==> src/logic/dum_defs.svh <==
/*
 Constants of the dual modem serial port: clock and baud defaults,
 register byte offsets, control and status field positions, reset values.
 Assumes a 50 MHz system clock and inclusion by its bare name.
*/
`ifndef DUM_DEFS_SVH
`define DUM_DEFS_SVH

`define DUM_CLK_HZ      50000000
`define DUM_BAUD_DEF    115200
`define DUM_DIV_DEF     (16'(`DUM_CLK_HZ / `DUM_BAUD_DEF))
`define DUM_FIFO_DEPTH  16

`define DUM_A_CTRL      8'h00
`define DUM_A_MDIV      8'h04
`define DUM_A_ADIV      8'h08
`define DUM_A_MDAT      8'h0c
`define DUM_A_ADAT      8'h10
`define DUM_A_STAT      8'h14

`define DUM_C_AUX       0
`define DUM_C_MUX       1
`define DUM_C_MFC       2
`define DUM_C_AFC       3
`define DUM_C_DSR       4
`define DUM_C_DCD       5
`define DUM_C_RI        6
`define DUM_C_DATA      7
`define DUM_C_MSTOP2    8
`define DUM_C_ASTOP2    9

`define DUM_S_MRX       0
`define DUM_S_MTX       1
`define DUM_S_ARX       2
`define DUM_S_ATX       3
`define DUM_S_DTR       4
`define DUM_S_RTS       5
`define DUM_S_OVR       6
`define DUM_S_FERR      7

`define DUM_D_VALID     10

`endif

==> src/logic/dum_pkg.sv <==
/*
 Types of the dual modem serial port: engine states, receive tags,
 the received-word carrier and the per-port line configuration.
 Assumes nothing beyond a SystemVerilog compiler.
*/
package dum_pkg;

   typedef enum logic [1:0] {
      ST_IDLE  = 2'b00,
      ST_START = 2'b01,
      ST_BITS  = 2'b10,
      ST_STOP  = 2'b11
   } dum_st_t;

   typedef enum logic [1:0] {
      TAG_CMD  = 2'b00,
      TAG_DATA = 2'b01,
      TAG_MUX  = 2'b10
   } dum_tag_t;

   typedef struct packed {
      dum_tag_t   tag;
      logic [7:0] data;
   } dum_rxw_t;

   typedef struct packed {
      logic [15:0] div;
      logic        stop2;
      logic        fc_en;
   } dum_cfg_t;

endpackage : dum_pkg

==> src/logic/dum_top.sv <==
/*
 Dual modem serial port, device side: main port with flow control and
 modem lines, auxiliary port sharing the modem pins, rx buffer FIFO and
 a plain register port. Assumes pins are asynchronous to sys_clk.
*/
// Overview of operation
// - host drives TXD in, module drives RXD
// - module drives CTS, samples host RTS
// - default role: DTR in; DSR, DCD, RI out
// - low level is zero or ON
// - module is the DCE end
// - power-up main port in command mode
// - main port defaults to 115200 baud
// - main port defaults to 8N1, stop bits configurable
// - main hardware flow control on at power-up
// - multiplexing off until explicitly enabled
// - aux port off; takes modem pins exclusively
// - aux: DCD data out, DTR in, RI/DSR flow
// - aux enable restores flow control, 115200, 8N1
// - multiplexing only on the main port
// - mux frames tagged for virtual channels
`timescale 1ns/1ps
`include "dum_defs.svh"

module dum_fifo #(
   parameter int W = 10,
   parameter int D = 16
) (
   // clock and reset
   input  wire logic         sys_clk,
   input  wire logic         rst,
   // fill side
   input  wire logic [W-1:0] in_data,
   input  wire logic         in_valid,
   output logic              in_ready,
   // drain side
   output logic [W-1:0]      out_data,
   output logic              out_valid,
   input  wire logic         out_ready
);
   localparam int AW = $clog2(D);

   logic [W-1:0] mem_r [D];
   logic [AW-1:0] wp_r;
   logic [AW-1:0] rp_r;
   logic [AW:0]   cnt_r;
   wire           push = in_valid && in_ready;
   wire           pop  = out_valid && out_ready;

   assign in_ready  = (cnt_r != (AW+1)'(D));
   assign out_valid = (cnt_r != '0);
   assign out_data  = mem_r[rp_r];

   always_ff @(posedge sys_clk) begin
      if (push) begin
         mem_r[wp_r] <= in_data;
      end
   end

   always_ff @(posedge sys_clk) begin
      if (rst) begin
         wp_r  <= '0;
         rp_r  <= '0;
         cnt_r <= '0;
      end else begin
         wp_r  <= push ? wp_r + 1'b1 : wp_r;
         rp_r  <= pop ? rp_r + 1'b1 : rp_r;
         cnt_r <= cnt_r + (AW+1)'(push) - (AW+1)'(pop);
      end
   end
endmodule : dum_fifo

module dum_uart
   import dum_pkg::*;
(
   // clock and reset
   input  wire logic       sys_clk,
   input  wire logic       rst,
   // line configuration
   input  wire dum_cfg_t   cfg,
   // transmit request
   input  wire logic [7:0] tx_data,
   input  wire logic       tx_valid,
   output logic            tx_ready,
   output logic            tx_busy,
   // peer flow state, 1 = peer may receive
   input  wire logic       peer_on,
   // serial lines, already synchronised
   output logic            txd,
   input  wire logic       rxd,
   // receive result
   output logic [7:0]      rx_data,
   output logic            rx_valid,
   output logic            rx_ferr
);
   dum_st_t     ts_r, ts_nxt, rs_r, rs_nxt;
   logic [16:0] tc_r, tc_nxt, rc_r, rc_nxt;
   logic [2:0]  tb_r, tb_nxt, rb_r, rb_nxt;
   logic [7:0]  tsh_r, tsh_nxt, rsh_r, rsh_nxt;
   logic        txd_r, txd_nxt, rv_r, rv_nxt, rf_r, rf_nxt;

   wire [16:0] bit_len = {1'b0, cfg.div} - 17'd1;
   wire [16:0] stop_len = cfg.stop2 ? {cfg.div, 1'b0} - 17'd1 : bit_len;
   wire        tc_done = (tc_r == '0);
   wire        rc_done = (rc_r == '0);

   assign tx_ready = (ts_r == ST_IDLE) && (!cfg.fc_en || peer_on);
   assign tx_busy  = (ts_r != ST_IDLE);
   assign txd      = txd_r;
   assign rx_data  = rsh_r;
   assign rx_valid = rv_r;
   assign rx_ferr  = rf_r;

   always_comb begin
      ts_nxt  = ts_r;
      tc_nxt  = tc_done ? tc_r : tc_r - 17'd1;
      tb_nxt  = tb_r;
      tsh_nxt = tsh_r;
      txd_nxt = txd_r;
      case (ts_r)
         ST_IDLE: begin
            txd_nxt = 1'b1;
            if (tx_valid && tx_ready) begin
               ts_nxt  = ST_START;
               tc_nxt  = bit_len;
               tsh_nxt = tx_data;
               txd_nxt = 1'b0;
            end
         end
         ST_START: begin
            if (tc_done) begin
               ts_nxt  = ST_BITS;
               tc_nxt  = bit_len;
               tb_nxt  = 3'h0;
               txd_nxt = tsh_r[0];
            end
         end
         ST_BITS: begin
            if (tc_done) begin
               tc_nxt = bit_len;
               if (tb_r == 3'h7) begin
                  ts_nxt  = ST_STOP;
                  tc_nxt  = stop_len;
                  txd_nxt = 1'b1;
               end else begin
                  tb_nxt  = tb_r + 3'h1;
                  tsh_nxt = {1'b0, tsh_r[7:1]};
                  txd_nxt = tsh_r[1];
               end
            end
         end
         ST_STOP: begin
            if (tc_done) begin
               ts_nxt = ST_IDLE;
            end
         end
         default: ts_nxt = ST_IDLE;
      endcase
   end

   always_comb begin
      rs_nxt  = rs_r;
      rc_nxt  = rc_done ? rc_r : rc_r - 17'd1;
      rb_nxt  = rb_r;
      rsh_nxt = rsh_r;
      rv_nxt  = 1'b0;
      rf_nxt  = 1'b0;
      case (rs_r)
         ST_IDLE: begin
            if (!rxd) begin
               rs_nxt = ST_START;
               rc_nxt = {2'b00, cfg.div[15:1]};
            end
         end
         ST_START: begin
            if (rc_done) begin
               // a glitch shorter than half a bit is not a start
               rs_nxt = rxd ? ST_IDLE : ST_BITS;
               rc_nxt = bit_len;
               rb_nxt = 3'h0;
            end
         end
         ST_BITS: begin
            if (rc_done) begin
               rsh_nxt = {rxd, rsh_r[7:1]};
               rc_nxt  = bit_len;
               rb_nxt  = rb_r + 3'h1;
               rs_nxt  = (rb_r == 3'h7) ? ST_STOP : ST_BITS;
            end
         end
         ST_STOP: begin
            if (rc_done) begin
               rs_nxt = ST_IDLE;
               rv_nxt = rxd;
               rf_nxt = !rxd;
            end
         end
         default: rs_nxt = ST_IDLE;
      endcase
   end

   always_ff @(posedge sys_clk) begin
      if (rst) begin
         ts_r  <= ST_IDLE;
         tc_r  <= '0;
         tb_r  <= '0;
         tsh_r <= '0;
         txd_r <= 1'b1;
      end else begin
         ts_r  <= ts_nxt;
         tc_r  <= tc_nxt;
         tb_r  <= tb_nxt;
         tsh_r <= tsh_nxt;
         txd_r <= txd_nxt;
      end
   end

   always_ff @(posedge sys_clk) begin
      if (rst) begin
         rs_r  <= ST_IDLE;
         rc_r  <= '0;
         rb_r  <= '0;
         rsh_r <= '0;
         rv_r  <= 1'b0;
         rf_r  <= 1'b0;
      end else begin
         rs_r  <= rs_nxt;
         rc_r  <= rc_nxt;
         rb_r  <= rb_nxt;
         rsh_r <= rsh_nxt;
         rv_r  <= rv_nxt;
         rf_r  <= rf_nxt;
      end
   end
endmodule : dum_uart

module dum_top
   import dum_pkg::*;
(
   // clock and reset
   input  wire logic        sys_clk,
   input  wire logic        rst,
   // register port
   input  wire logic [7:0]  reg_addr,
   input  wire logic [31:0] reg_wdata,
   input  wire logic        reg_wr,
   input  wire logic        reg_rd,
   output logic [31:0]      reg_rdata,
   // main port pins, control lines low = ON
   input  wire logic        txd_pin,
   output logic             rxd_pin,
   input  wire logic        rts_n_pin,
   output logic             cts_n_pin,
   // modem pins, shared with the auxiliary port
   input  wire logic        dtr_n_pin,
   input  wire logic        dsr_n_i,
   output logic             dsr_n_o,
   output logic             dsr_oe_n,
   output logic             dcd_n_pin,
   output logic             ri_n_pin
);
   function automatic logic hit(input logic [7:0] a, input logic [7:0] off);
      hit = (a == off);
   endfunction : hit

   // pin synchronisers: txd, rts, dtr, dsr
   wire  [3:0] pin_s;
   wire  [3:0] pin_in = {dsr_n_i, dtr_n_pin, rts_n_pin, txd_pin};
   genvar g;
   generate
      for (g = 0; g < 4; g++) begin : g_sync
         // a flop pair per pin keeps every bit under one driver
         logic s1_r, s2_r;
         assign pin_s[g] = s2_r;
         always_ff @(posedge sys_clk) begin
            if (rst) begin
               s1_r <= 1'b1;
               s2_r <= 1'b1;
            end else begin
               s1_r <= pin_in[g];
               s2_r <= s1_r;
            end
         end
      end
   endgenerate

   logic        aux_en_r, mux_en_r, mfc_r, afc_r, dmode_r;
   logic        dsr_on_r, dcd_on_r, ri_on_r, mstop2_r, astop2_r;
   logic [15:0] mdiv_r, adiv_r;
   logic        mtx_v_r, atx_v_r, arx_v_r, ovr_r, ferr_r, rst_d_r;
   logic [7:0]  mtx_d_r, atx_d_r;
   dum_rxw_t    arx_w_r;
   logic [31:0] rdata_r;
   logic        rxd_r, cts_r, dsr_r, oe_r, dcd_r, ri_r;

   wire w_ctrl = reg_wr && hit(reg_addr, `DUM_A_CTRL);
   wire w_mdat = reg_wr && hit(reg_addr, `DUM_A_MDAT);
   wire w_adat = reg_wr && hit(reg_addr, `DUM_A_ADAT);
   wire r_mdat = reg_rd && hit(reg_addr, `DUM_A_MDAT);
   wire r_adat = reg_rd && hit(reg_addr, `DUM_A_ADAT);
   wire r_stat = reg_rd && hit(reg_addr, `DUM_A_STAT);
   wire aux_on = w_ctrl && reg_wdata[`DUM_C_AUX] && !aux_en_r;

   // engines
   logic     m_txd, m_tx_rdy, m_busy, m_rxv, m_ferr;
   logic     a_txd, a_tx_rdy, a_busy, a_rxv, a_ferr;
   logic [7:0] m_rxd, a_rxd;
   dum_cfg_t m_cfg, a_cfg;
   assign m_cfg = '{div: mdiv_r, stop2: mstop2_r, fc_en: mfc_r};
   assign a_cfg = '{div: adiv_r, stop2: astop2_r, fc_en: afc_r};

   wire rts_on  = !pin_s[1];
   wire a_rx_in = aux_en_r ? pin_s[2] : 1'b1;
   wire a_peer  = aux_en_r && !pin_s[3];

   dum_uart u_main (
      .sys_clk (sys_clk),   .rst      (rst),      .cfg     (m_cfg),
      .tx_data (mtx_d_r),   .tx_valid (mtx_v_r),  .tx_ready(m_tx_rdy),
      .tx_busy (m_busy),    .peer_on  (rts_on),   .txd     (m_txd),
      .rxd     (pin_s[0]),  .rx_data  (m_rxd),    .rx_valid(m_rxv),
      .rx_ferr (m_ferr)
   );

   dum_uart u_aux (
      .sys_clk (sys_clk),   .rst      (rst),      .cfg     (a_cfg),
      .tx_data (atx_d_r),   .tx_valid (atx_v_r && aux_en_r),
      .tx_ready(a_tx_rdy),  .tx_busy  (a_busy),   .peer_on (a_peer),
      .txd     (a_txd),     .rxd      (a_rx_in),  .rx_data (a_rxd),
      .rx_valid(a_rxv),     .rx_ferr  (a_ferr)
   );

   // main receive path: tag then buffer
   dum_rxw_t m_rxw, f_out;
   logic     f_in_rdy, f_out_v;
   wire      f_pop = r_mdat && f_out_v;
   assign m_rxw = '{tag:  mux_en_r ? TAG_MUX : (dmode_r ? TAG_DATA : TAG_CMD),
                    data: m_rxd};

   dum_fifo #(.W($bits(dum_rxw_t)), .D(`DUM_FIFO_DEPTH)) u_fifo (
      .sys_clk  (sys_clk),
      .rst      (rst),
      .in_data  (m_rxw),
      .in_valid (m_rxv),
      .in_ready (f_in_rdy),
      .out_data (f_out),
      .out_valid(f_out_v),
      .out_ready(f_pop)
   );

   // multiplexing never applies to the auxiliary port
   dum_rxw_t a_rxw;
   assign a_rxw = '{tag: dmode_r ? TAG_DATA : TAG_CMD, data: a_rxd};

   always_ff @(posedge sys_clk) begin
      if (rst) begin
         aux_en_r <= 1'b0;
         mux_en_r <= 1'b0;
         mfc_r    <= 1'b1;
         dmode_r  <= 1'b0;
         mstop2_r <= 1'b0;
         dsr_on_r <= 1'b0;
         dcd_on_r <= 1'b0;
         ri_on_r  <= 1'b0;
      end else if (w_ctrl) begin
         aux_en_r <= reg_wdata[`DUM_C_AUX];
         mux_en_r <= reg_wdata[`DUM_C_MUX];
         mfc_r    <= reg_wdata[`DUM_C_MFC];
         dmode_r  <= reg_wdata[`DUM_C_DATA];
         mstop2_r <= reg_wdata[`DUM_C_MSTOP2];
         dsr_on_r <= reg_wdata[`DUM_C_DSR];
         dcd_on_r <= reg_wdata[`DUM_C_DCD];
         ri_on_r  <= reg_wdata[`DUM_C_RI];
      end
   end

   // enabling the aux port forces its defaults over the written bits
   always_ff @(posedge sys_clk) begin
      if (rst) begin
         afc_r    <= 1'b1;
         astop2_r <= 1'b0;
         adiv_r   <= `DUM_DIV_DEF;
      end else if (aux_on) begin
         afc_r    <= 1'b1;
         astop2_r <= 1'b0;
         adiv_r   <= `DUM_DIV_DEF;
      end else begin
         afc_r    <= w_ctrl ? reg_wdata[`DUM_C_AFC] : afc_r;
         astop2_r <= w_ctrl ? reg_wdata[`DUM_C_ASTOP2] : astop2_r;
         if (reg_wr && hit(reg_addr, `DUM_A_ADIV)) begin
            adiv_r <= reg_wdata[15:0];
         end
      end
   end

   always_ff @(posedge sys_clk) begin
      if (rst) begin
         mdiv_r <= `DUM_DIV_DEF;
      end else if (reg_wr && hit(reg_addr, `DUM_A_MDIV)) begin
         mdiv_r <= reg_wdata[15:0];
      end
   end

   // tx holding registers; a write while full is dropped
   always_ff @(posedge sys_clk) begin
      if (rst) begin
         mtx_v_r <= 1'b0;
         atx_v_r <= 1'b0;
         mtx_d_r <= '0;
         atx_d_r <= '0;
      end else begin
         mtx_v_r <= (w_mdat && !mtx_v_r) || (mtx_v_r && !m_tx_rdy);
         atx_v_r <= (w_adat && !atx_v_r) || (atx_v_r && !(a_tx_rdy && aux_en_r));
         mtx_d_r <= (w_mdat && !mtx_v_r) ? reg_wdata[7:0] : mtx_d_r;
         atx_d_r <= (w_adat && !atx_v_r) ? reg_wdata[7:0] : atx_d_r;
      end
   end

   // aux receive holding register
   always_ff @(posedge sys_clk) begin
      if (rst) begin
         arx_v_r <= 1'b0;
         arx_w_r <= '0;
      end else begin
         arx_v_r <= a_rxv || (arx_v_r && !r_adat);
         arx_w_r <= a_rxv ? a_rxw : arx_w_r;
      end
   end

   // sticky errors: a new event wins over the clearing status read
   always_ff @(posedge sys_clk) begin
      if (rst) begin
         ovr_r  <= 1'b0;
         ferr_r <= 1'b0;
         rst_d_r <= 1'b1;
      end else begin
         ovr_r  <= (m_rxv && !f_in_rdy) || (a_rxv && arx_v_r) || (ovr_r && !r_stat);
         ferr_r <= m_ferr || a_ferr || (ferr_r && !r_stat);
         rst_d_r <= 1'b0;
      end
   end

   // read data, valid only in the cycle after the strobe
   wire [31:0] stat_w = {24'h0, ferr_r, ovr_r, rts_on, !pin_s[2] && !aux_en_r,
                         a_busy, arx_v_r, m_busy, f_out_v};
   wire [31:0] ctrl_w = {22'h0, astop2_r, mstop2_r, dmode_r, ri_on_r, dcd_on_r,
                         dsr_on_r, afc_r, mfc_r, mux_en_r, aux_en_r};
   wire [31:0] rd_mux =
      hit(reg_addr, `DUM_A_CTRL) ? ctrl_w :
      hit(reg_addr, `DUM_A_MDIV) ? {16'h0, mdiv_r} :
      hit(reg_addr, `DUM_A_ADIV) ? {16'h0, adiv_r} :
      hit(reg_addr, `DUM_A_MDAT) ? {21'h0, f_out_v, f_out} :
      hit(reg_addr, `DUM_A_ADAT) ? {21'h0, arx_v_r, arx_w_r} :
      hit(reg_addr, `DUM_A_STAT) ? stat_w : 32'h0;

   always_ff @(posedge sys_clk) begin
      if (rst) begin
         rdata_r <= '0;
      end else begin
         rdata_r <= reg_rd ? rd_mux : 32'h0;
      end
   end
   assign reg_rdata = rdata_r;

   // pin roles; the aux port owns the modem pins exclusively
   wire cts_nxt = mfc_r && !f_in_rdy;
   wire dcd_nxt = aux_en_r ? a_txd : !dcd_on_r;
   wire ri_nxt  = aux_en_r ? (afc_r && arx_v_r) : !ri_on_r;

   always_ff @(posedge sys_clk) begin
      if (rst) begin
         rxd_r <= 1'b1;
         cts_r <= 1'b0;
         dsr_r <= 1'b1;
         oe_r  <= 1'b0;
         dcd_r <= 1'b1;
         ri_r  <= 1'b1;
      end else begin
         rxd_r <= m_txd;
         cts_r <= cts_nxt;
         dsr_r <= !dsr_on_r;
         oe_r  <= aux_en_r;
         dcd_r <= dcd_nxt;
         ri_r  <= ri_nxt;
      end
   end

   assign rxd_pin   = rxd_r;
   assign cts_n_pin = cts_r;
   assign dsr_n_o   = dsr_r;
   assign dsr_oe_n  = oe_r;
   assign dcd_n_pin = dcd_r;
   assign ri_n_pin  = ri_r;
endmodule : dum_top

==> config.mk <==
export PLATFORM = sky130hd
export DESIGN_NAME = dum_top
export DESIGN_NICKNAME = d
export VERILOG_FILES = /design/src/logic/dum_pkg.sv /design/src/logic/dum_top.sv
export VERILOG_INCLUDE_DIRS = /design/src /design/src/logic
export SDC_FILE = /design/constraint.sdc
export NUM_CORES = 1
export LEC_CHECK = 0
export ABC_CLOCK_PERIOD_IN_PS = 4370
export BUFFER_PORTS_ARGS = -buffer_cell sky130_fd_sc_hd__buf_2
export CELL_PAD_IN_SITES_DETAIL_PLACEMENT = 1
export CELL_PAD_IN_SITES_GLOBAL_PLACEMENT = 1
export CORE_ASPECT_RATIO = 1.1
export CORE_UTILIZATION = 30
export CTS_CLUSTER_SIZE = 24
export DETAILED_ROUTE_END_ITERATION = 6
export PLACE_DENSITY_LB_ADDON = 0.2
export SLEW_MARGIN = 25
export SYNTH_ARGS = -nofsm -noshare
export SYNTH_HDL_FRONTEND = slang
export SYNTH_SLANG_ARGS = --single-unit
==> constraint.sdc <==
create_clock -name sys_clk -period 4.37 [get_ports sys_clk]
set_input_delay 0.874 -clock sys_clk [delete_from_list [all_inputs] [get_ports sys_clk]]
set_output_delay 0.874 -clock sys_clk [all_outputs]
set_load 0.05 [all_outputs]
==> impl_metrics.csv, run 1 <==
group,metric,value,unit
synthesis,ys_seq_elements,405,
floorplanning,io_pins,86,
place,hpwl,41.8,mm
timing,fin_crit_sh,0.707,
critical_path,path_buf_inv,0,
critical_path,slowest_stage,"nor4_2",
clocking,clk_pin_slew,0.06,ns
place,place_area,0.0201,sq mm
drt,drt_iter0_markers,809,
synthesis,ys_seq_area_frac,0.508,
pwr,power_frac_comb,0.267,
clocking,cts_made_buffers,48,
synthesis,syn_area,0.0191,sq mm
final_layout,design_area,0.0217,sq mm
critical_path,cp-end-kind,"flip-flop",
drt,vias,14300,
pwr,switching_share,0.330,
drt,firstDrtPassIters,6,
hold_path,hp-class,"flip-flop to flip-flop",
floorplanning,dieArea,0.0648,sq mm
final_layout,mostFrequentLayoutCells,"243 x dfxtp_1, 202 x nand2_1, 175 x nor2_1",
drt,drc,0,
drt,wl_met1,26.8,mm
place,dp_slack,0.750,ns
critical_path,max_stage_delay,0.59,ns
global_routing,grt-ovfl-total,0,
timing,setup_viol,0,
pwr,peakVddDrop,292,uV
final_layout,nNetsFinal,1957,
synthesis,synthArstFlopShare,0,
final_layout,drive_gt1_frac,0.141,
synthesis,synth-edff-count,160,
global_routing,grt_pass1_wl,91.9,mm
timing,finalHoldViolations,0,
synthesis,post-synth-top-area-cell,"dfxtp_1",
drt,vias_per_cell,5.23,
clocking,cts_setup_buffers,0,
critical_path,cp.required,4.80,ns
critical_path,critPathKind,"flip-flop to flip-flop",
drt,dr_wl_met2,28.6,mm
floorplanning,core_area,0.0627,sq mm
timing,hold_slack,0.414,ns
timing,tightest_slew,1.00,ns
clocking,post_cts_resize_count,0,
timing,clock_skew,0.0218,ns
drt,wl_per_cell,21.7,um
floorplanning,die_y,267,um
critical_path,worstPathArrival,3.52,ns
floorplanning,initial_utilization,0.305,
clocking,holdBufCountCts,0,
final_layout,n_antenna_cell,0,
drt,ant_nets,0,
pwr,seq_power_share,0.392,
clocking,h-tree-depth,2,
job,cap_violations,0,
global_routing,grt_max_degree,92,
final_layout,synthToLayoutAreaGrowth,13.4,%
synthesis,synth-main-ff-cell,"dfxtp_1",
clocking,insertion_delay,0.59,ns
timing,period_minus_slack,3.09,ns
timing,slew_viol_final,0,
synthesis,synth_cell_types,85,
timing,rsz0062_at_grt,"false",
global_routing,grt_pass1_vias,14800,
critical_path,cp_cell_sequence,"or3_1 > nor4_2 > nand2_1 > a21oi_1 > a21o_1 > o22ai_1",
timing,setup-tns-final,0,ns
timing,max_slew_margin,0.333,
synthesis,synth_top_area_frac,0.256,
global_routing,grt_util_all_layers,0.185,
synthesis,syn_area_per_cell,10.4,sq um
drt,top_layer_used,"met5",
pwr,p_int,7710,uW
clocking,cts_buffer_depth,3,
clocking,cts-root-buf,"clkbuf_16",
clocking,numClockSinks,405,
place,place_congestion,0.814,
synthesis,synth_area_leaders,"dfxtp_1 26%, edfxtp_1 25%, mux4_2 5.5%, nand2_1 4.0%, nor2_1 3.4%",
timing,max_freq,324,MHz
clocking,tritoncts,"built",
synthesis,syn_inst,1839,
critical_path,path_delay_family,"simple AND/OR/NAND/NOR gates",
critical_path,cp_max_fo,17,
synthesis,ys.warnings.count,0,
timing,worst_slack,1.28,ns
critical_path,start_kind,"flip-flop",
pwr,powerDensity,531,mW/mm^2
final_layout,final_common_cell,"dfxtp_1",
final_layout,fin_cells,2731,
run_status,status,"finished, final reports clean",
pwr,clock_power_share,0.342,
drt,totalWireLength,59.3,mm
place,portBuffers,53,
floorplanning,fp.dieW,243,um
pwr,netSwitchingPower,3800,uW
global_routing,antenna_found_initial,1,
pwr,p_leak,0.00754,uW
place,dp_cells,2644,
floorplanning,row_count,96,
drt,wl_met3,2.11,mm
==> registers in the layout, indices dropped and copies added, names as in the netlist, 9 cells and up, named ones only <==
signal	cells
adiv_r	16
reg_rdata	16
arx_w_r	9
u_fifo.mem_r	160
mdiv_r	16
u_main.tc_r	17
u_aux.tc_r	17
u_main.rc_r	17
u_aux.rc_r	17
==> final timing paths <==
path | depth (start not counted) | endpoint | start | slack (ns)
min | 1 | g_sync[2].s2_r$_SDFF_PP1_ | g_sync[2].s1_r$_SDFF_PP1_ | 0.41
min reg2reg | 1 | g_sync[2].s2_r$_SDFF_PP1_ | g_sync[2].s1_r$_SDFF_PP1_ | 0.41
max reg2reg | 6 | u_main.tc_r[13]$_SDFF_PP0_ | u_main.tc_r[10]$_SDFF_PP0_ | 1.28
max | 6 | u_main.tc_r[13]$_SDFF_PP0_ | u_main.tc_r[10]$_SDFF_PP0_ | 1.28
==> power groups by stage <==
| stage | Combinational (uW) | Sequential, uW | Clock (uW) |
|---|---|---|---|
| finish | 3070 | 4510 | 3930 |
| global route | 3420 | 4550 | 4170 |
| CTS | 3080 | 4500 | 4050 |
| detailed placement | 3050 | 4580 | 0 |
| global placement | 3000 | 4570 | 0 |
| floorplan | 2410 | 4510 | 0 |
==> per-layer routing <==
layer,GRT usage,up-vias
met3,0.0236,94
li1,-,6762
met1,0.239,7163
met4,0.0668,2
met2,0.314,262
met5,0,-
==> Yosys cell counts, types with 10 or more instances <==
cell,n
a22oi_1,35
clkbuf_1,67
buf_2,17
nand3_1,37
or2_2,18
o21ai_0,71
mux2i_1,51
a21o_1,10
inv_1,38
nand3b_1,10
nand2_1,202
xnor2_1,40
o32ai_1,10
a31oi_1,10
mux2_2,13
a211oi_1,15
nor3_1,47
nand2b_1,11
nor4_1,22
nand4_1,15
a21oi_1,127
mux4_2,47
dfxtp_1,245
buf_4,21
o22ai_1,34
nor2b_1,17
xor2_1,34
edfxtp_1,160
buf_1,13
and2_1,11
or3_1,17
ha_1,47
nor2_1,175
==> cells by family after synthesis <==
family                   Yosys count  share of synthesized area
flip-flops                       405                      0.508
XOR/XNOR                          74                     0.0339
other                              1                   0.000196
multiplexers                     111                     0.0897
adder cells (fa/ha/maj)           48                     0.0318
AND/OR/NAND/NOR                  643                      0.165
AO/OA/AOI/OAI                    393                      0.131
buffers and inverters            164                     0.0407
==> area by class of cell <==
| cell class | instances | area, sq um |
|---|---|---|
| Multi-Input combinational cell | 1285 | 8730 |
| Clock inverter | 21 | 175 |
| Clock buffer | 66 | 1370 |
| Timing Repair Buffer | 82 | 514 |
| Fill cell | 7049 | 41000 |
| Tap cell | 833 | 1040 |
| Sequential cell | 405 | 9710 |
| Inverter | 39 | 146 |
==> per-stage QoR <==
stage | util | total power [uW]
floorplan | - | 6910
global placement | 0.321 | 7570
detailed placement | 0.321 | 7640
CTS | 0.346 | 11600
global route | 0.346 | 12200
finish | 0.346 | 11500
==> worst register-to-register path: stages, from the launching register on <==
cell     delay, ns
dfxtp_1       0.32
or3_1         0.48
nor4_2        0.59
nand2_1       0.42
a21oi_1       0.38
a21o_1        0.59
o22ai_1       0.18
(Power assumes the default switching activity.)
==> inputs of run 2 (changes only) <==
--- a/config.mk
+++ b/config.mk
@@ -6,7 +6,7 @@
 export SDC_FILE = /design/constraint.sdc
 export NUM_CORES = 1
 export LEC_CHECK = 0
-export ABC_CLOCK_PERIOD_IN_PS = 4370
+export ABC_CLOCK_PERIOD_IN_PS = 2810
 export BUFFER_PORTS_ARGS = -buffer_cell sky130_fd_sc_hd__buf_2
 export CELL_PAD_IN_SITES_DETAIL_PLACEMENT = 1
 export CELL_PAD_IN_SITES_GLOBAL_PLACEMENT = 1
==> constraint.sdc (replaced) <==
create_clock -name sys_clk -period 2.81 [get_ports sys_clk]
set_input_delay 0.562 -clock sys_clk [delete_from_list [all_inputs] [get_ports sys_clk]]
set_output_delay 0.562 -clock sys_clk [all_outputs]
set_load 0.05 [all_outputs]
==> impl_metrics.csv, run 2 (same netlist as run 1, synthesis figures left out) <==
group,metric,value,unit
global_routing,grt-ovfl-total,0,
timing,period_minus_slack,2.63,ns
place,portBuffers,53,
floorplanning,dieArea,0.0648,sq mm
pwr,p_leak,0.00798,uW
clocking,cts-root-buf,"clkbuf_16",
timing,worst_slack,0.179,ns
global_routing,grt_max_degree,51,
critical_path,cp.required,3.31,ns
floorplanning,initial_utilization,0.305,
clocking,h-tree-depth,2,
timing,max_slew_margin,0.366,
critical_path,critPathKind,"flip-flop to flip-flop",
timing,finalHoldViolations,0,
critical_path,r2r_end,"u_fifo.cnt_r[4]$_SDFF_PP0_",
hold_path,holdPathEnd,"g_sync[3].s1_r$_SDFF_PP1_",
drt,wl_per_cell,21.5,um
place,dp_slack,-0.259,ns
timing,tightest_slew,0.945,ns
timing,clock_skew,0.0155,ns
clocking,insertion_delay,0.59,ns
place,hpwl,43.9,mm
timing,max_freq,380,MHz
timing,slew_viol_final,0,
final_layout,synthToLayoutAreaGrowth,17.3,%
clocking,cts_buffer_depth,3,
critical_path,worstRegToRegCells,12,
final_layout,nNetsFinal,2043,
final_layout,fillers,7041,
critical_path,cp-end-kind,"flip-flop",
timing,rsz0062_at_grt,"false",
critical_path,r2r-start,"u_fifo.cnt_r[2]$_SDFF_PP0_",
floorplanning,core_area,0.0627,sq mm
timing,setup-tns-final,0,ns
job,cap_violations,0,
floorplanning,io_pins,86,
pwr,peakVddDrop,496,uV
hold_path,hp-class,"input port to flip-flop",
clocking,tritoncts,"built",
timing,fin_crit_sh,0.936,
final_layout,final_common_cell,"dfxtp_1",
global_routing,grt_pass1_vias,15400,
place,place_area,0.0209,sq mm
clocking,post_cts_resize_count,0,
global_routing,grt_pass1_wl,93.7,mm
drt,ant_nets,0,
final_layout,largest_reg_flops,160,
floorplanning,row_count,96,
floorplanning,fp.dieW,243,um
pwr,powerDensity,826,mW/mm^2
drt,totalWireLength,60.6,mm
timing,hold_slack,0.160,ns
clocking,numClockSinks,405,
timing,setup_viol,0,
final_layout,design_area,0.0224,sq mm
hold_path,hold_depth,2,
clocking,cts_setup_buffers,0,
place,place_congestion,0.884,
global_routing,grt_util_all_layers,0.187,
drt,vias_per_cell,5.23,
critical_path,cp_max_fo,3,
drt,vias,14700,
clocking,cts_made_buffers,46,
final_layout,regMostFlops,"u_fifo.mem_r",
clocking,clk_pin_slew,0.07,ns
hold_path,hold_start,"dsr_n_i",
drt,drc,0,
critical_path,reg2reg_setup_slack,0.18,ns
global_routing,antenna_found_initial,2,
floorplanning,die_y,267,um
drt,firstDrtPassIters,5,
final_layout,drive_gt1_frac,0.177,
final_layout,mostFrequentLayoutCells,"244 x dfxtp_1, 202 x nand2_1, 175 x nor2_1",
drt,drt_iter0_markers,880,
critical_path,worstPathArrival,3.14,ns
critical_path,start_kind,"flip-flop",
clocking,holdBufCountCts,0,
run_status,status,"finished, final reports clean",
==> run 2: routing by layer <==
metal	vias to the layer above	track usage	share of wire
li1	6933	-	-
met1	7463	0.247	0.46
met2	258	0.315	0.48
met3	87	0.0285	0.037
met4	2	0.0566	0.027
met5	-	0	0.00021
==> run 2: final cells by class <==
type / count / area (sq um) / share of cell area
Antenna cell: 1 / 2.50 / 0.000112
Clock buffer: 65 / 1300 / 0.0581
Clock inverter: 21 / 279 / 0.0124
Inverter: 39 / 146 / 0.00652
Multi-Input combinational cell: 1285 / 8750 / 0.390
Sequential cell: 405 / 9710 / 0.433
Tap cell: 833 / 1040 / 0.0464
Timing Repair Buffer: 170 / 1200 / 0.0535
==> run 2: report_power, final <==
group / switching [uW] / internal, uW / total (uW)
logic: 2970 / 2200 / 5170
registers: 475 / 6540 / 7020
clock network: 2540 / 3800 / 6340
total: 5980 / 12500 / 18500
==> run 2: worst max-delay path: stages, from the launching register on <==
cell,delay [ns]
dfxtp_1,0.31
inv_1,0.07
ha_1,0.19
nand3b_1,0.18
and3_1,0.30
ha_4,0.28
inv_1,0.03
ha_2,0.17
fa_2,0.35
a21oi_2,0.14
nor2_1,0.06
or3_1,0.34
a21oi_1,0.15
==> run 2: how the worst max path moves through the flow <==
stage	from	to	slack [ns]	cells past startpoint
2_1_floorplan	reg_addr[6]	u_fifo.cnt_r[4]$_SDFF_PP0_	-0.03	12
3_3_place_gp	reg_addr[6]	u_fifo.cnt_r[4]$_SDFF_PP0_	-0.21	13
3_5_place_dp	reg_addr[6]	u_fifo.cnt_r[4]$_SDFF_PP0_	-0.26	13
4_1_cts	u_fifo.cnt_r[3]$_SDFF_PP0_	u_fifo.cnt_r[4]$_SDFF_PP0_	0.15	12
5_1_grt	u_fifo.cnt_r[2]$_SDFF_PP0_	u_fifo.cnt_r[4]$_SDFF_PP0_	0.04	12
6_report	u_fifo.cnt_r[2]$_SDFF_PP0_	u_fifo.cnt_r[4]$_SDFF_PP0_	0.18	12
==> run 2: metrics by stage <==
stage,cells,total power [uW],util
after floorplan,1854,10800,-
after detailed placement,2732,12300,0.333
final,2819,18500,0.358
after global routing,2818,19600,0.358
after CTS,2818,18700,0.358
after global placement,2732,12100,0.333
==> inputs of run 3 (changes only) <==
==> constraint.sdc (replaced) <==
create_clock -name sys_clk -period 2.81 [get_ports sys_clk]
set_input_delay 0.1405 -clock sys_clk [delete_from_list [all_inputs] [get_ports sys_clk]]
set_output_delay 0.1405 -clock sys_clk [all_outputs]
set_load 0.05 [all_outputs]
==> impl_metrics.csv, run 3 (same netlist as run 1, synthesis figures left out) <==
group,metric,value,unit
timing,period_minus_slack,2.62,ns
critical_path,critPathKind,"flip-flop to flip-flop",
critical_path,cpMostUsedCell,"ha_1",
final_layout,largest_reg_flops,160,
pwr,seq_power_share,0.378,
run_status,status,"finished, final reports clean",
drt,wl_per_cell,21.5,um
pwr,switching_share,0.326,
pwr,power_frac_comb,0.281,
hold_path,hp-class,"input port to flip-flop",
clocking,numClockSinks,405,
final_layout,fillers,7050,
clocking,clk_pin_slew,0.06,ns
critical_path,crit_start,"u_fifo.cnt_r[2]$_SDFF_PP0_",
drt,totalWireLength,60.5,mm
clocking,cts_buffer_depth,3,
place,place_congestion,0.826,
floorplanning,io_pins,86,
clocking,cts-root-buf,"clkbuf_16",
critical_path,path_delay_family,"adder cells",
drt,drt_iter0_markers,713,
timing,finalHoldViolations,0,
critical_path,cp_max_fo,2,
final_layout,regArea,0.00971,sq mm
floorplanning,die_y,267,um
hold_path,hold_start,"reg_addr[4]",
pwr,peakVddDrop,415,uV
global_routing,grt_util_all_layers,0.188,
timing,hold_slack,0.0266,ns
critical_path,crit_cells,12,
floorplanning,initial_utilization,0.305,
critical_path,cp-end-kind,"flip-flop",
place,portBuffers,53,
timing,max_slew_margin,0.404,
final_layout,nNetsFinal,2039,
critical_path,cp.required,3.32,ns
critical_path,path_buf_inv,2,
drt,vias,14600,
timing,rsz0062_at_grt,"false",
critical_path,max_stage_delay,0.45,ns
timing,setup-tns-final,0,ns
clocking,tritoncts,"built",
drt,firstDrtPassIters,5,
clocking,h-tree-depth,2,
drt,vias_per_cell,5.18,
final_layout,final_common_cell,"dfxtp_1",
pwr,p_int,12500,uW
floorplanning,core_area,0.0627,sq mm
critical_path,slowest_stage,"fa_1",
floorplanning,dieArea,0.0648,sq mm
pwr,p_leak,0.00794,uW
timing,setup_viol,0,
final_layout,drive_gt1_frac,0.165,
timing,tightest_slew,0.889,ns
critical_path,worstRegToRegCells,12,
timing,slew_viol_final,0,
critical_path,r2r-start,"u_fifo.cnt_r[2]$_SDFF_PP0_",
global_routing,grt_pass1_wl,94.1,mm
pwr,clock_power_share,0.342,
pwr,powerDensity,828,mW/mm^2
clocking,cts_made_buffers,46,
timing,clock_skew,0.0118,ns
global_routing,grt_pass1_vias,15300,
timing,max_freq,381,MHz
pwr,netSwitchingPower,6050,uW
critical_path,cp_cell_sequence,"inv_1 > ha_1 > nand3b_1 > and3_1 > ha_1 > inv_1 > ha_1 > fa_1 > a21oi_2 > nor2_1 > or3_1 > a21oi_1",
clocking,cts_setup_buffers,0,
final_layout,multi_input_area,0.00873,sq mm
timing,fin_crit_sh,0.933,
hold_path,hold_depth,4,
global_routing,grt-ovfl-total,0,
place,hpwl,42.9,mm
job,cap_violations,0,
final_layout,synthToLayoutAreaGrowth,17.2,%
floorplanning,fp.dieW,243,um
floorplanning,row_count,96,
clocking,insertion_delay,0.58,ns
drt,drc,0,
global_routing,grt_max_degree,65,
final_layout,mostFrequentLayoutCells,"244 x dfxtp_1, 202 x nand2_1, 175 x nor2_1",
critical_path,worstPathArrival,3.13,ns
drt,ant_nets,0,
final_layout,regMostFlops,"u_fifo.mem_r",
global_routing,antenna_found_initial,0,
final_layout,n_antenna_cell,0,
critical_path,start_kind,"flip-flop",
-- run 3: cell count changes in the layout (fill, tap and decap cells not counted), sizes merged --
cell	change
buf	-27
clkbuf	-5
clkinv	+5
clkinvlp	+1
diode	-1
dlygate4sd3	+23
inv	-1
-- run 3: metrics by stage --
| stage | power [uW] | util | cells | instance area, sq um | worst slack [ns] |
|---|---|---|---|---|---|
| after floorplan | 10800 | - | 1854 | 19200 | 0.0619 |
| after global placement | 12200 | 0.328 | 2705 | 20600 | 0.123 |
| after detailed placement | 12300 | 0.328 | 2705 | 20600 | 0.0950 |
| after CTS | 18700 | 0.358 | 2814 | 22400 | 0.164 |
| after global routing | 19600 | 0.358 | 2814 | 22400 | 0.0140 |
| final | 18600 | 0.358 | 2814 | 22400 | 0.189 |
-- run 3: timing repair --
action                                 in CTS  in global routing
endpoints found under the hold margin      61                  0
hold buffers                               23                  0
setup endpoints to repair                   0                  1
gates resized for setup                     0                  1
-- run 3: layer usage --
layer / routed length (um) / track usage
met1: 27200 / 0.242
met2: 29700 / 0.328
met3: 2070 / 0.0243
met4: 1410 / 0.0544
met5: 0 / 0
-- run 3: path summary, 6_finish.rpt --
path                                 to  slack (ns)
max reg2reg  u_fifo.cnt_r[4]$_SDFF_PP0_        0.19
min reg2reg   g_sync[3].s2_r$_SDFF_PP1_        0.41
min                    ovr_r$_SDFF_PP0_        0.03
max          u_fifo.cnt_r[4]$_SDFF_PP0_        0.19
-- run 3: worst register-to-register path, stage by stage, from the launching register on --
cell and delay, ns:
dfxtp_1 0.31, inv_1 0.08, ha_1 0.18, nand3b_1 0.09
and3_1 0.21, ha_1 0.28, inv_1 0.05, ha_1 0.21
fa_1 0.45, a21oi_2 0.14, nor2_1 0.06, or3_1 0.35
a21oi_1 0.15
-- run 3: final cells by class --
| cell class | count | share of cell area |
|---|---|---|
| clock buffer | 60 | 0.0577 |
| sequential | 405 | 0.433 |
| multi-input combinational | 1285 | 0.389 |
| inverter | 39 | 0.00653 |
| clock inverter | 26 | 0.0134 |
| timing repair buffer | 166 | 0.0536 |
| tap | 833 | 0.0465 |
-- run 3: power groups by stage --
stage	Combinational (uW)	Clock, uW	Sequential, uW
2_1_floorplan	3740	0	7010
3_3_place_gp	5060	0	7100
3_5_place_dp	5140	0	7130
4_1_cts	5210	6520	7010
5_1_grt	5800	6740	7090
6_report	5210	6340	7020
